File: src/psc_pkg.sv
// Package: register map, fields and timing of the sign and config bank.
package psc_pkg;

  // Register offsets as word addresses on the plain host port.
  localparam logic [15:0] PSC_ADDR_SIGN = 16'he617;
  localparam logic [15:0] PSC_ADDR_CONFIG = 16'he618;
  localparam logic [15:0] PSC_ADDR_MEASUREMENT_MODE_REGISTER = 16'he700;
  localparam logic [15:0] PSC_ADDR_COMPUTATION_MODE_REGISTER = 16'he701;
  localparam logic [15:0] PSC_ADDR_PULSE_OUTPUT_MODE_REGISTER = 16'he702;
  localparam logic [15:0] PSC_ADDR_IRQ_STATUS = 16'he710;
  localparam logic [15:0] PSC_ADDR_IRQ_CLEAR = 16'he711;
  localparam logic [15:0] PSC_ADDR_IRQ_ENABLE = 16'he712;

  // Sign register field positions.
  localparam int PSC_SIGN_ACT_LSB = 0;
  localparam int PSC_SIGN_SUM1 = 3;
  localparam int PSC_SIGN_REACT_LSB = 4;
  localparam int PSC_SIGN_SUM2 = 7;
  localparam int PSC_SIGN_SUM3 = 8;
  localparam logic [15:0] PSC_SIGN_MASK = 16'h01ff;

  // Configuration register field positions and reset value.
  localparam int PSC_CFG_PIN_LSB = 0;
  localparam int PSC_CFG_SWAP = 3;
  localparam int PSC_CFG_HPF = 4;
  localparam int PSC_CFG_LPF = 5;
  localparam logic [15:0] PSC_CFG_MASK = 16'h003b;
  localparam logic [15:0] PSC_CFG_RESET = 16'h0010;

  // Measurement mode source selects.
  localparam int PSC_MM_ACT_SEL = 0;
  localparam int PSC_MM_REACT_SEL = 1;
  localparam logic [15:0] PSC_MM_MASK = 16'h0003;

  // Pulse-path selection defaults: all phases, active/reactive/apparent.
  localparam logic [15:0] PSC_COMP_RESET = 16'h01ff;
  localparam logic [15:0] PSC_CF_RESET = 16'h0088;
  localparam logic [15:0] PSC_COMP_MASK = 16'h01ff;
  localparam logic [15:0] PSC_CF_MASK = 16'h01ff;

  // Power types carried by a pulse path.
  localparam logic [2:0] PSC_PT_ACT = 3'h0;
  localparam logic [2:0] PSC_PT_REACT = 3'h1;
  localparam logic [2:0] PSC_PT_APP = 3'h2;
  localparam logic [2:0] PSC_PT_FACT = 3'h3;
  localparam logic [2:0] PSC_PT_FREACT = 3'h4;

  // Low-pass settling times and their cycle counts at 20 MHz.
  localparam longint PSC_CLK_HZ = 20000000;
  localparam longint PSC_SETTLE_SHORT_MS = 650;
  localparam longint PSC_SETTLE_LONG_MS = 1300;
  localparam longint PSC_SETTLE_SHORT_CYC =
    PSC_SETTLE_SHORT_MS * PSC_CLK_HZ / 1000;
  localparam longint PSC_SETTLE_LONG_CYC =
    PSC_SETTLE_LONG_MS * PSC_CLK_HZ / 1000;
  localparam int PSC_SETTLE_W = 26;

  // Pin-function codes of the shared pin.
  typedef enum logic [1:0] {
    PSC_PIN_READY = 2'h0,
    PSC_PIN_ZX_A = 2'h1,
    PSC_PIN_ZX_B = 2'h2,
    PSC_PIN_ZX_C = 2'h3
  } psc_pin_t;

  // One phase worth of signed power results.
  typedef struct packed {
    logic signed [23:0] act;
    logic signed [23:0] fact;
    logic signed [23:0] react;
    logic signed [23:0] freact;
    logic signed [23:0] app;
  } psc_phase_pwr_t;

  // Four channel samples (A, B, C, neutral).
  typedef struct packed {
    logic signed [23:0] ch_n;
    logic signed [23:0] ch_c;
    logic signed [23:0] ch_b;
    logic signed [23:0] ch_a;
  } psc_chan_t;

endpackage

File: src/psc_regs.sv
// Module: power sign flags and datapath configuration register bank.
`timescale 1ns/100ps
`default_nettype none

// What this block does
// - Bits 0-2: phase active power negative flags
// - Bits 4-6: phase reactive power negative flags
// - Bit 3: pulse path one sum negative
// - Bit 7: pulse path two sum negative
// - Bit 8: pulse path three sum negative
// - Bits 15:9 read zero; flags reset positive
// - Bits 1:0 choose shared pin function
// - Config bit 2 reserved, reads zero
// - Bit 3 swaps voltage and current channels
// - Bit 4 enables high-pass filters, resets one
// - Bit 5 selects low-pass settling, resets zero
// - Settling 650 ms or 1300 ms
module psc_regs
  import psc_pkg::*;
(
  // Clock and reset.
  input wire logic CLK_SYS,
  input wire logic RST,
  // Host register port.
  input wire logic [15:0] ADDR,
  input wire logic [15:0] WDATA,
  input wire logic WR,
  input wire logic RD,
  output logic [15:0] RDATA,
  // Power results from the datapath.
  input wire logic PWR_VALID,
  input wire psc_pkg::psc_phase_pwr_t PWR_A,
  input wire psc_pkg::psc_phase_pwr_t PWR_B,
  input wire psc_pkg::psc_phase_pwr_t PWR_C,
  // Channel samples and sample-ready event.
  input wire logic SAMPLE_VALID,
  input wire psc_pkg::psc_chan_t VOLT_IN,
  input wire psc_pkg::psc_chan_t CURR_IN,
  input wire logic [2:0] ZERO_CROSS,
  // Swapped channels and filter controls.
  output psc_pkg::psc_chan_t VOLT_OUT,
  output psc_pkg::psc_chan_t CURR_OUT,
  output logic HPF_ENABLE,
  output logic LPF_SETTLING,
  // Shared pin, interrupt.
  output logic SHARED_PIN,
  output logic IRQ
);
  import psc_pkg::*;

  //////////////////////////////////////////////////////////////////////////////
  // Registers.

  // Stored sign flags, bits 8:0.
  logic [8:0] sign_r;
  // Configuration register, bits that exist.
  logic [15:0] cfg_r;
  // Source selects and path selects.
  logic [15:0] measurement_mode_register_r;
  logic [15:0] comp_r;
  logic [15:0] pulse_output_mode_register_r;
  // Interrupt status and enable.
  logic [8:0] irq_stat_r;
  logic [8:0] irq_en_r;
  // Settling counter behind the LPF_SETTLING flag.
  logic [PSC_SETTLE_W-1:0] settle_r;
  // Next sign value from the datapath.
  logic [8:0] sign_nxt;

  // Signed sum of one pulse path, chosen by phase mask and power type.
  function automatic logic path_neg(input logic [2:0] sel,
                                    input logic [2:0] ptype,
                                    input psc_phase_pwr_t a,
                                    input psc_phase_pwr_t b,
                                    input psc_phase_pwr_t c);
    logic signed [25:0] sum;
    logic signed [23:0] v [3];
    psc_phase_pwr_t p [3];
    sum = '0;
    p[0] = a;
    p[1] = b;
    p[2] = c;
    for (int i = 0; i < 3; i++)
    begin
      unique case (ptype)
        PSC_PT_ACT: v[i] = p[i].act;
        PSC_PT_REACT: v[i] = p[i].react;
        PSC_PT_APP: v[i] = p[i].app;
        PSC_PT_FACT: v[i] = p[i].fact;
        PSC_PT_FREACT: v[i] = p[i].freact;
        default: v[i] = '0;
      endcase
      if (sel[i])
      begin
        sum = sum + 26'(v[i]);
      end
    end
    // Reserved power types add zero to the sum, so the sign reads positive.
    return sum[25];
  endfunction

  // Combine the datapath results into the sign flags.
  always_comb
  begin
    sign_nxt[PSC_SIGN_ACT_LSB] = measurement_mode_register_r[PSC_MM_ACT_SEL]
      ? PWR_A.fact[23] : PWR_A.act[23];
    sign_nxt[PSC_SIGN_ACT_LSB+1] = measurement_mode_register_r[PSC_MM_ACT_SEL]
      ? PWR_B.fact[23] : PWR_B.act[23];
    sign_nxt[PSC_SIGN_ACT_LSB+2] = measurement_mode_register_r[PSC_MM_ACT_SEL]
      ? PWR_C.fact[23] : PWR_C.act[23];
    sign_nxt[PSC_SIGN_REACT_LSB] = measurement_mode_register_r[PSC_MM_REACT_SEL]
      ? PWR_A.freact[23] : PWR_A.react[23];
    sign_nxt[PSC_SIGN_REACT_LSB+1] = measurement_mode_register_r[PSC_MM_REACT_SEL]
      ? PWR_B.freact[23] : PWR_B.react[23];
    sign_nxt[PSC_SIGN_REACT_LSB+2] = measurement_mode_register_r[PSC_MM_REACT_SEL]
      ? PWR_C.freact[23] : PWR_C.react[23];
    sign_nxt[PSC_SIGN_SUM1] = path_neg(comp_r[2:0], pulse_output_mode_register_r[2:0],
                                       PWR_A, PWR_B, PWR_C);
    sign_nxt[PSC_SIGN_SUM2] = path_neg(comp_r[5:3], pulse_output_mode_register_r[5:3],
                                       PWR_A, PWR_B, PWR_C);
    sign_nxt[PSC_SIGN_SUM3] = path_neg(comp_r[8:6], pulse_output_mode_register_r[8:6],
                                       PWR_A, PWR_B, PWR_C);
  end

  //////////////////////////////////////////////////////////////////////////////
  // Sign flags: only the datapath writes them; host writes never reach here.
  always_ff @(posedge CLK_SYS)
  begin
    if (RST)
    begin
      sign_r <= '0;
    end
    else if (PWR_VALID)
    begin
      sign_r <= sign_nxt;
    end
  end

  // Writable configuration; reserved bits are masked off on the way in.
  always_ff @(posedge CLK_SYS)
  begin
    if (RST)
    begin
      cfg_r <= PSC_CFG_RESET;
      measurement_mode_register_r <= '0;
      comp_r <= PSC_COMP_RESET;
      pulse_output_mode_register_r <= PSC_CF_RESET;
      irq_en_r <= '0;
    end
    else if (WR)
    begin
      unique case (ADDR)
        PSC_ADDR_CONFIG: cfg_r <= WDATA & PSC_CFG_MASK;
        PSC_ADDR_MEASUREMENT_MODE_REGISTER: measurement_mode_register_r <= WDATA & PSC_MM_MASK;
        PSC_ADDR_COMPUTATION_MODE_REGISTER: comp_r <= WDATA & PSC_COMP_MASK;
        PSC_ADDR_PULSE_OUTPUT_MODE_REGISTER: pulse_output_mode_register_r <= WDATA & PSC_CF_MASK;
        PSC_ADDR_IRQ_ENABLE: irq_en_r <= WDATA[8:0];
        default: ;
      endcase
    end
  end

  // Sticky status: a flag that turns negative sets its bit; set beats clear.
  always_ff @(posedge CLK_SYS)
  begin
    if (RST)
    begin
      irq_stat_r <= '0;
    end
    else
    begin
      irq_stat_r <= (irq_stat_r & ~((WR && ADDR == PSC_ADDR_IRQ_CLEAR)
                                    ? WDATA[8:0] : 9'h000))
                    | (PWR_VALID ? (sign_nxt & ~sign_r) : 9'h000);
    end
  end

  // Read port: data one cycle after the strobe, zero for unmapped words.
  always_ff @(posedge CLK_SYS)
  begin
    if (RST)
    begin
      RDATA <= '0;
    end
    else if (RD)
    begin
      unique case (ADDR)
        PSC_ADDR_SIGN: RDATA <= {7'h00, sign_r} & PSC_SIGN_MASK;
        PSC_ADDR_CONFIG: RDATA <= cfg_r;
        PSC_ADDR_MEASUREMENT_MODE_REGISTER: RDATA <= measurement_mode_register_r;
        PSC_ADDR_COMPUTATION_MODE_REGISTER: RDATA <= comp_r;
        PSC_ADDR_PULSE_OUTPUT_MODE_REGISTER: RDATA <= pulse_output_mode_register_r;
        PSC_ADDR_IRQ_STATUS: RDATA <= {7'h00, irq_stat_r};
        PSC_ADDR_IRQ_ENABLE: RDATA <= {7'h00, irq_en_r};
        default: RDATA <= '0;
      endcase
    end
    else
    begin
      RDATA <= '0;
    end
  end

  //////////////////////////////////////////////////////////////////////////////
  // Channel swap, registered per sample so outputs come from flops.
  always_ff @(posedge CLK_SYS)
  begin
    if (RST)
    begin
      VOLT_OUT <= '0;
      CURR_OUT <= '0;
    end
    else if (SAMPLE_VALID)
    begin
      VOLT_OUT <= cfg_r[PSC_CFG_SWAP] ? CURR_IN : VOLT_IN;
      CURR_OUT <= cfg_r[PSC_CFG_SWAP] ? VOLT_IN : CURR_IN;
    end
  end

  // Shared pin: sample-ready pulse or a phase zero-crossing level.
  always_ff @(posedge CLK_SYS)
  begin
    if (RST)
    begin
      SHARED_PIN <= 1'b0;
    end
    else
    begin
      unique case (psc_pin_t'(cfg_r[PSC_CFG_PIN_LSB +: 2]))
        PSC_PIN_READY: SHARED_PIN <= SAMPLE_VALID;
        PSC_PIN_ZX_A: SHARED_PIN <= ZERO_CROSS[0];
        PSC_PIN_ZX_B: SHARED_PIN <= ZERO_CROSS[1];
        PSC_PIN_ZX_C: SHARED_PIN <= ZERO_CROSS[2];
      endcase
    end
  end

  // Filter controls, and a settling flag held high while the filter settles.
  // The count restarts on any config write, since that may change the filter.
  always_ff @(posedge CLK_SYS)
  begin
    if (RST)
    begin
      HPF_ENABLE <= 1'b1;
      LPF_SETTLING <= 1'b1;
      settle_r <= PSC_SETTLE_W'(PSC_SETTLE_SHORT_CYC - 1);
    end
    else
    begin
      HPF_ENABLE <= cfg_r[PSC_CFG_HPF];
      if (WR && ADDR == PSC_ADDR_CONFIG)
      begin
        settle_r <= WDATA[PSC_CFG_LPF]
                    ? PSC_SETTLE_W'(PSC_SETTLE_LONG_CYC - 1)
                    : PSC_SETTLE_W'(PSC_SETTLE_SHORT_CYC - 1);
        LPF_SETTLING <= 1'b1;
      end
      else if (settle_r != '0)
      begin
        settle_r <= settle_r - 1'b1;
      end
      else
      begin
        LPF_SETTLING <= 1'b0;
      end
    end
  end

  // Level interrupt, high while an enabled status bit is set.
  always_ff @(posedge CLK_SYS)
  begin
    if (RST)
    begin
      IRQ <= 1'b0;
    end
    else
    begin
      IRQ <= |(irq_stat_r & irq_en_r);
    end
  end
endmodule // psc_regs

`default_nettype wire
File: config.mk
export PLATFORM = sky130hd
export DESIGN_NAME = psc_regs
export DESIGN_NICKNAME = d
export VERILOG_FILES = /design/src/psc_pkg.sv /design/src/psc_regs.sv
export SDC_FILE = /design/constraint.sdc
export NUM_CORES = 1
export LEC_CHECK = 0
export ABC_AREA = 1
export CORE_AREA = 2 2 310 312
export CTS_BUF_LIST = sky130_fd_sc_hd__clkbuf_4 sky130_fd_sc_hd__clkbuf_8
export DETAILED_ROUTE_END_ITERATION = 8
export DIE_AREA = 0 0 312 314
export DONT_BUFFER_PORTS = 1
export PLACE_DENSITY = 0.51
export SETUP_SLACK_MARGIN = 0.1
export SLEW_MARGIN = 40
export SYNTH_ARGS = -nofsm -noshare
export SYNTH_HDL_FRONTEND = slang
export SYNTH_SLANG_ARGS = --single-unit
export TNS_END_PERCENT = 30
File: constraint.sdc
create_clock -name CLK_SYS -period 6.3 [get_ports CLK_SYS]
set_clock_uncertainty 0.2 [all_clocks]
set_input_delay 0.315 -clock CLK_SYS [delete_from_list [all_inputs] [get_ports CLK_SYS]]
set_output_delay 0.315 -clock CLK_SYS [all_outputs]
set_load 0.02 [all_outputs]
==> impl_metrics.json, run 1 <==
{
  "status": "complete, no violations",
  "avgSynthCellArea_um2": 6.08,
  "nFillCells": 10300,
  "area_delta_synth_final_pct": 26.1,
  "hpwl_um": 124000,
  "critPathKind": "register to register",
  "synth_edf_count": 0,
  "maxSlewHeadroom_pct": 40.9,
  "grt_usage_pct": 30.6,
  "fin_crit_sh_pct": 92.6,
  "setup_violations": 0,
  "r2r-end": "irq_stat_r[8]$_SDFF_PP0_",
  "clkPwrFrac_pct": 38.6,
  "grt_pass1_vias": 30800,
  "yosys-top-cells-area": "dfxtp_1 22%, nand2_1 18%, inv_1 8.9%",
  "final_nets": 5355,
  "slowest_stage": "fa_1",
  "routed_wl_um": 159000,
  "synth_cell_types": 56,
  "final_cells": 5948,
  "cts-root-buf": "clkbuf_8",
  "min_path_type": "input port to register",
  "pwr-share-seq_pct": 35.1,
  "pin_count": 805,
  "grt_max_degree": 346,
  "via_per_inst": 5.53,
  "synthArstFlopShare_pct": 0,
  "p_per_area_nw_per_um2": 181,
  "worstSetupEndpoint": "irq_stat_r[8]$_SDFF_PP0_",
  "syn_inst": 4324,
  "slew_viol_final": 0,
  "grt_use_met3_pct": 11.3,
  "cts.clk_slew.worst_paths_ns": 0.07,
  "synth_top_area_share_pct": 21.6,
  "synthMuxAreaShare_pct": 0,
  "fin_tns_setup_ns": 0,
  "synthFlopType": "dfxtp_1",
  "die-height_um": 314,
  "slowest_delay_ns": 0.47,
  "internal_power_mw": 3.94,
  "yosysSeqAreaShare_pct": 21.6,
  "worst_hold_slack_ns": 0.107,
  "hold_viol": 0,
  "synth-simple-area-share_pct": 29.8,
  "yosys_warnings": 0,
  "combinationalPowerShare_pct": 26.2,
  "r2r_cells": 29,
  "via_count": 32900,
  "place_inst": 5482,
  "antenna_found_initial": 34,
  "synth-adder-area-share_pct": 7.13,
  "syn-cell-area_um2": 26300,
  "holdPathStages": 5,
  "cp-start-kind": "register",
  "grt_overflow_total": 0,
  "crit_buf_inv": 5,
  "swShare_pct": 34.2,
  "synth_xor_area_share_pct": 2.00,
  "clockBufferDepth": 3,
  "cp-startpoint": "pulse_output_mode_register_r[6]$_SDFFE_PP0P_",
  "grtUsageMet1_pct": 34.2,
  "max_slew.worst_pin.slew_ns": 0.882,
  "ir_worst_vdd_mv": 0.186,
  "power.switching_mw": 2.05,
  "clock-sinks": 283,
  "drive_gt1_share_pct": 7.00,
  "grt_pass1_wl_um": 221000,
  "core_um2": 94400,
  "wl_per_cell_um": 26.7,
  "rsz0062_at_grt": "yes",
  "top_usage_layer": "met2",
  "crit_top_cell": "nand2_1",
  "cts_tree": "done",
  "io_buffers": 0,
  "max_cap_viol_count": 0,
  "leakagePower_nw": 15.4,
  "post_cts_buffers": 0,
  "gr-usage-met2_pct": 51.1,
  "start_util_pct": 27.8,
  "drc": 0,
  "dieWidth_um": 312,
  "fin_crit_ns": 5.83,
  "r2r_start": "pulse_output_mode_register_r[6]$_SDFFE_PP0P_",
  "ys_ff_latch": 283,
  "drt_iter0_drc": 3488,
  "crit_cells": 29,
  "cp-end-kind": "register",
  "insertion_delay_ns": 0.67,
  "h-tree-depth": 2,
  "path_max_fanout": 35,
  "synth_top_family_by_area": "simple AND/OR/NAND/NOR gates",
  "yosysTopAreaCell": "dfxtp_1",
  "required_ns": 6.70,
  "arrival_ns": 6.24,
  "ant_nets": 0,
  "clock.fmax_mhz": 171,
  "dieArea_um2": 98000,
  "gp_congestion": 1.03,
  "reg2reg_slack_ns": 0.47,
  "row_count": 113,
  "cpLargestDelayFamily": "simple AND/OR/NAND/NOR gates",
  "cts_buffers": 52,
  "dr.pass1.iters": 6,
  "synth-compound-area-share_pct": 26.2
}
cell families (layout without fill, tap and decap cells):
kind of cell | count (synthesis) | count (layout)
fa+ha+maj | 148 | 148
compound gates | 1053 | 1053
buf+inv | 901 | 1228
flops | 283 | 283
xor+xnor | 60 | 60
simple gates | 1878 | 1878
other cells | 1 | 33
cells in the mapped netlist (all sizes together) (29+ instances only):
| master | instances |
|---|---|
| xnor2 | 29 |
| a221o | 29 |
| clkbuf | 180 |
| nand3 | 300 |
| o21ai | 189 |
| nand4 | 59 |
| nand2 | 1232 |
| xor2 | 31 |
| ha | 145 |
| inv | 641 |
| o211ai | 252 |
| nor2 | 227 |
| a21oi | 236 |
| buf | 77 |
| a221oi | 106 |
| dfxtp | 283 |
| o22ai | 150 |
placed cells by master, fill, tap and decap left out, drive strengths merged, types with 4 or more instances in the layout:
master       Yosys  routed
dlygate4sd3      0     339
a22o            12      12
conb             1       7
or2             15      15
nand4           59      59
clkbuf         180      78
a221oi         106     106
a31oi           15      15
a221o           29      29
nor4            14      14
nor2           227     227
nand3          300     300
diode            0      26
ha             145     145
a21o             4       4
o221ai           5       5
nand3b           4       4
a22oi            7       7
bufinv           0       9
a211oi          23      23
a21oi          236     236
buf             77     148
nor3            24      24
xor2            31      31
xnor2           29      29
o21ai          189     189
clkinv           3      10
o22ai          150     150
o211ai         252     252
nand2         1232    1232
dfxtp          283     283
o21bai           8       8
inv            641     642
o21a             7       7
registers in the layout, summed over array words and instances (netlist names):
name	flops
CURR_OUT	96
HPF_ENABLE	1
IRQ	1
irq_en_r	9
RDATA	9
pulse_output_mode_register_r	9
settle_r	26
sign_r	9
cfg_r	5
measurement_mode_register_r	2
comp_r	9
LPF_SETTLING	1
irq_stat_r	9
VOLT_OUT	96
SHARED_PIN	1
what timing repair did:
| action | CTS | global route |
|---|---|---|
| setup endpoints to repair | 0 | 3 |
| gates resized for setup | 0 | 6 |
| hold buffers | 340 | 1 |
| hold endpoints to repair | 271 | 17 |
worst min-delay path: stages:
cell and delay [ns]:
nand2_1 0.04, nor2_1 0.05, nand3_1 0.28, o21ai_0 0.13
a21oi_1 0.12
per-layer routing:
metal  up-vias  part of all wire [%]  wire length [µm]
met5         -                  0.15               232
li1      15300                     -                 -
met3       406                    12             19000
met2      1970                    46             73100
met4        34                   5.8              9160
met1     15200                    36             57200
metrics by stage:
step / instance area (µm²) / power, mW / setup slack (ns) / utilization [%]
3_3_place_gp: 28200 / 3.44 / 0.404 / 29.9
4_1_cts: 33000 / 6.01 / 0.350 / 34.9
5_1_grt: 33100 / 6.27 / 0.0851 / 35.1
3_5_place_dp: 28200 / 3.44 / 0.399 / 29.9
2_1_floorplan: 26300 / 3.02 / 1.51 / -
6_report: 33100 / 5.98 / 0.465 / 35.1
cell type report:
type	instances	area, µm²	area share [%]
sequential	283	5680	17.1
multi-input combinational	3146	17200	51.9
antenna	26	65.1	0.196
clock buffer	78	1010	3.05
tap	1265	1580	4.78
clock inverter	19	344	1.04
inverter	644	2430	7.34
timing repair buffer	487	4830	14.6
power by group through the flow:
stage          sequential (mW)  combinational [mW]  clock, mW
6_report                  2.10                1.57       2.31
4_1_cts                   2.10                1.54       2.37
5_1_grt                   2.11                1.73       2.44
3_5_place_dp              2.14                1.30          0
2_1_floorplan             2.08               0.940          0
3_3_place_gp              2.14                1.30          0
worst min-delay path by stage:
stage,startpoint,to,slack [ns]
global route,ADDR[0],irq_stat_r[5]$_SDFF_PP0_,0.10
floorplan,RST,irq_stat_r[0]$_SDFF_PP0_,0.18
finish,ADDR[0],irq_stat_r[2]$_SDFF_PP0_,0.11
detailed placement,RST,settle_r[6]$_SDFFE_PP0P_,0.20
global placement,RST,settle_r[15]$_SDFFE_PP0P_,0.19
CTS,ADDR[2],RDATA[5]$_SDFF_PP0_,0.03
(Power assumes the default switching activity.)
==> inputs of run 2 (changes only) <==
--- a/config.mk
+++ b/config.mk
@@ -6,6 +6,7 @@
 export NUM_CORES = 1
 export LEC_CHECK = 0
 export ABC_AREA = 1
+export ABC_CLOCK_PERIOD_IN_PS = 6700
 export CORE_AREA = 2 2 310 312
 export CTS_BUF_LIST = sky130_fd_sc_hd__clkbuf_4 sky130_fd_sc_hd__clkbuf_8
 export DETAILED_ROUTE_END_ITERATION = 8
==> constraint.sdc (replaced) <==
create_clock -name CLK_SYS -period 6.7 [get_ports CLK_SYS]
set_clock_uncertainty 0.2 [all_clocks]
set_input_delay 0.335 -clock CLK_SYS [delete_from_list [all_inputs] [get_ports CLK_SYS]]
set_output_delay 0.335 -clock CLK_SYS [all_outputs]
set_load 0.02 [all_outputs]
==> run 2 against run 1 <==
Against the previous run: sequential power fell by 6%; cell count is 0.96% lower; worst hold slack lost 0.087 ns; flip-flop and latch count unchanged; combinational power is 8% lower; core utilization shrank 0.69 points; global-route usage up 0.064 points; via count fell by 0.44%; sequential share of layout area is 0.32 points higher; clock power is 24% lower; cell area shrank 2.0%; die area is the same; highest routed layer unchanged.
==> impl_metrics.json, run 2 (same netlist as run 1, synthesis figures left out) <==
{
  "setup_violations": 0,
  "worst_hold_slack_ns": 0.0204,
  "required_ns": 7.08,
  "cts_hold_buf": 338,
  "crit_top_cell": "nand2_1",
  "grt_usage_pct": 30.7,
  "top_layer_used": "met5",
  "fin_total_pwr_mw": 5.19,
  "cpLargestDelayFamily": "simple AND/OR/NAND/NOR gates",
  "grt_overflow_total": 0,
  "mostFrequentLayoutCells": "1226 x nand2_1, 613 x inv_1, 336 x dlygate4sd3_1, 292 x nand3_1, 282 x dfxtp_1",
  "fin_crit_sh_pct": 92.7,
  "status": "complete, no violations",
  "path_max_fanout": 22,
  "routed_wl_um": 158000,
  "drt_iter0_drc": 3400,
  "via_per_inst": 5.56,
  "start_util_pct": 27.8,
  "drive_gt1_share_pct": 6.08,
  "die-height_um": 314,
  "slowest_stage": "dfxtp_1",
  "fin_crit_ns": 6.21,
  "final_util_pct": 34.4,
  "post_cts_buffers": 0,
  "antenna_found_initial": 29,
  "drt-met1-wl_um": 57300,
  "dieArea_um2": 98000,
  "dieWidth_um": 312,
  "placed_cell_area_um2": 27900,
  "row_count": 113,
  "via_count": 32700,
  "r2r-end": "irq_stat_r[8]$_SDFF_PP0_",
  "r2r_cells": 29,
  "grt_max_degree": 366,
  "cp-end-kind": "register",
  "core_um2": 94400,
  "reg2reg_slack_ns": 0.49,
  "largestRegisters": "CURR_OUT: 96 flops, VOLT_OUT: 96 flops, settle_r: 26 flops",
  "max_cap_viol_count": 0,
  "worstHoldStart": "SAMPLE_VALID",
  "io_buffers": 0,
  "fin_tns_setup_ns": 0,
  "slew_viol_final": 0,
  "place_inst": 5447,
  "clockBufferDepth": 3,
  "dr_wl_met3_um": 17500,
  "rsz0062_at_grt": "no",
  "maxSlewHeadroom_pct": 47.4,
  "min_path_type": "input port to register",
  "final_nets": 5313,
  "arrival_ns": 6.58,
  "clock.fmax_mhz": 161,
  "insertion_delay_ns": 0.64,
  "final_area_um2": 32500,
  "pin_count": 805,
  "cts.clk_slew.worst_paths_ns": 0.06,
  "slowest_delay_ns": 0.48,
  "clock-sinks": 283,
  "p_per_area_nw_per_um2": 160,
  "cts_buffers": 47,
  "leakagePower_nw": 15.1,
  "setup_ws_ns": 0.491,
  "holdPathStages": 3,
  "h-tree-depth": 2,
  "critPathKind": "register to register",
  "holdPathEnd": "VOLT_OUT[75]$_SDFFE_PP0P_",
  "gp_congestion": 1.05,
  "wl_per_cell_um": 26.8,
  "area_delta_synth_final_pct": 23.7,
  "cts_resized": 0,
  "hpwl_um": 125000,
  "final_common_cell": "nand2_1",
  "drc": 0,
  "max_slew.worst_pin.slew_ns": 0.788,
  "cp-start-kind": "register",
  "grt_pass1_wl_um": 222000,
  "cts_tree": "done",
  "dr.pass1.iters": 8,
  "r2r_start": "pulse_output_mode_register_r[8]$_SDFFE_PP0P_",
  "crit_buf_inv": 4,
  "ir_worst_vdd_mv": 0.155,
  "ant_nets": 0,
  "wl_met2_um": 72300,
  "pre_cts_ws_ns": 0.608,
  "grt_pass1_vias": 30900,
  "cts-root-buf": "clkbuf_8",
  "hold_viol": 0,
  "final_cells": 5891
}
-- run 2: changes by cell type in the layout (fill, tap and decap cells not counted), sizes merged --
cell	delta
buf	-34
diode	-8
bufinv	-7
clkinv	-3
dlygate4sd3	-3
clkbuf	-2
-- run 2: area by class of cell --
cell class              count  area, µm²
fillers                 10500      61900
multi-input cells        3146      17200
flip-flops and latches    283       5670
repair buffers            450       4480
inverters                 644       2430
well taps                1265       1580
clock buffers              76        952
clock inverters             9        111
diodes                     18       45.0
-- run 2: report_power, final --
group          internal [mW]  leakage, nW  total, mW  switching [mW]
combinational          0.580         12.2       1.45           0.867
clock                  0.980        0.559       1.76           0.784
sequential              1.78         2.34       1.98           0.200
total                   3.34         15.1       5.19            1.85
-- run 2: per-layer routing --
layer	track usage (%)	vias to the layer above
met5	0	-
met2	50.8	1793
met3	10.8	403
met1	34.1	15300
met4	18.0	30
li1	-	15200
-- run 2: worst register-to-register path, delay by kind of cell (launching register included) --
| family | cells | cell delay, ns |
|---|---|---|
| compound gates | 7 | 1.08 |
| xor+xnor | 1 | 0.17 |
| fa+ha+maj | 2 | 0.79 |
| buf+inv | 4 | 0.92 |
| flops | 1 | 0.48 |
| simple gates | 15 | 2.50 |
-- run 2: how the worst max path moves through the flow --
stage                                     to                                    startpoint  cells after the start
floorplan           irq_stat_r[7]$_SDFF_PP0_  pulse_output_mode_register_r[4]$_SDFFE_PP0P_                     34
global placement    irq_stat_r[8]$_SDFF_PP0_  pulse_output_mode_register_r[8]$_SDFFE_PP0P_                     29
detailed placement  irq_stat_r[8]$_SDFF_PP0_  pulse_output_mode_register_r[8]$_SDFFE_PP0P_                     29
CTS                 irq_stat_r[8]$_SDFF_PP0_  pulse_output_mode_register_r[8]$_SDFFE_PP0P_                     29
global route        irq_stat_r[8]$_SDFF_PP0_  pulse_output_mode_register_r[8]$_SDFFE_PP0P_                     29
finish              irq_stat_r[8]$_SDFF_PP0_  pulse_output_mode_register_r[8]$_SDFFE_PP0P_                     29
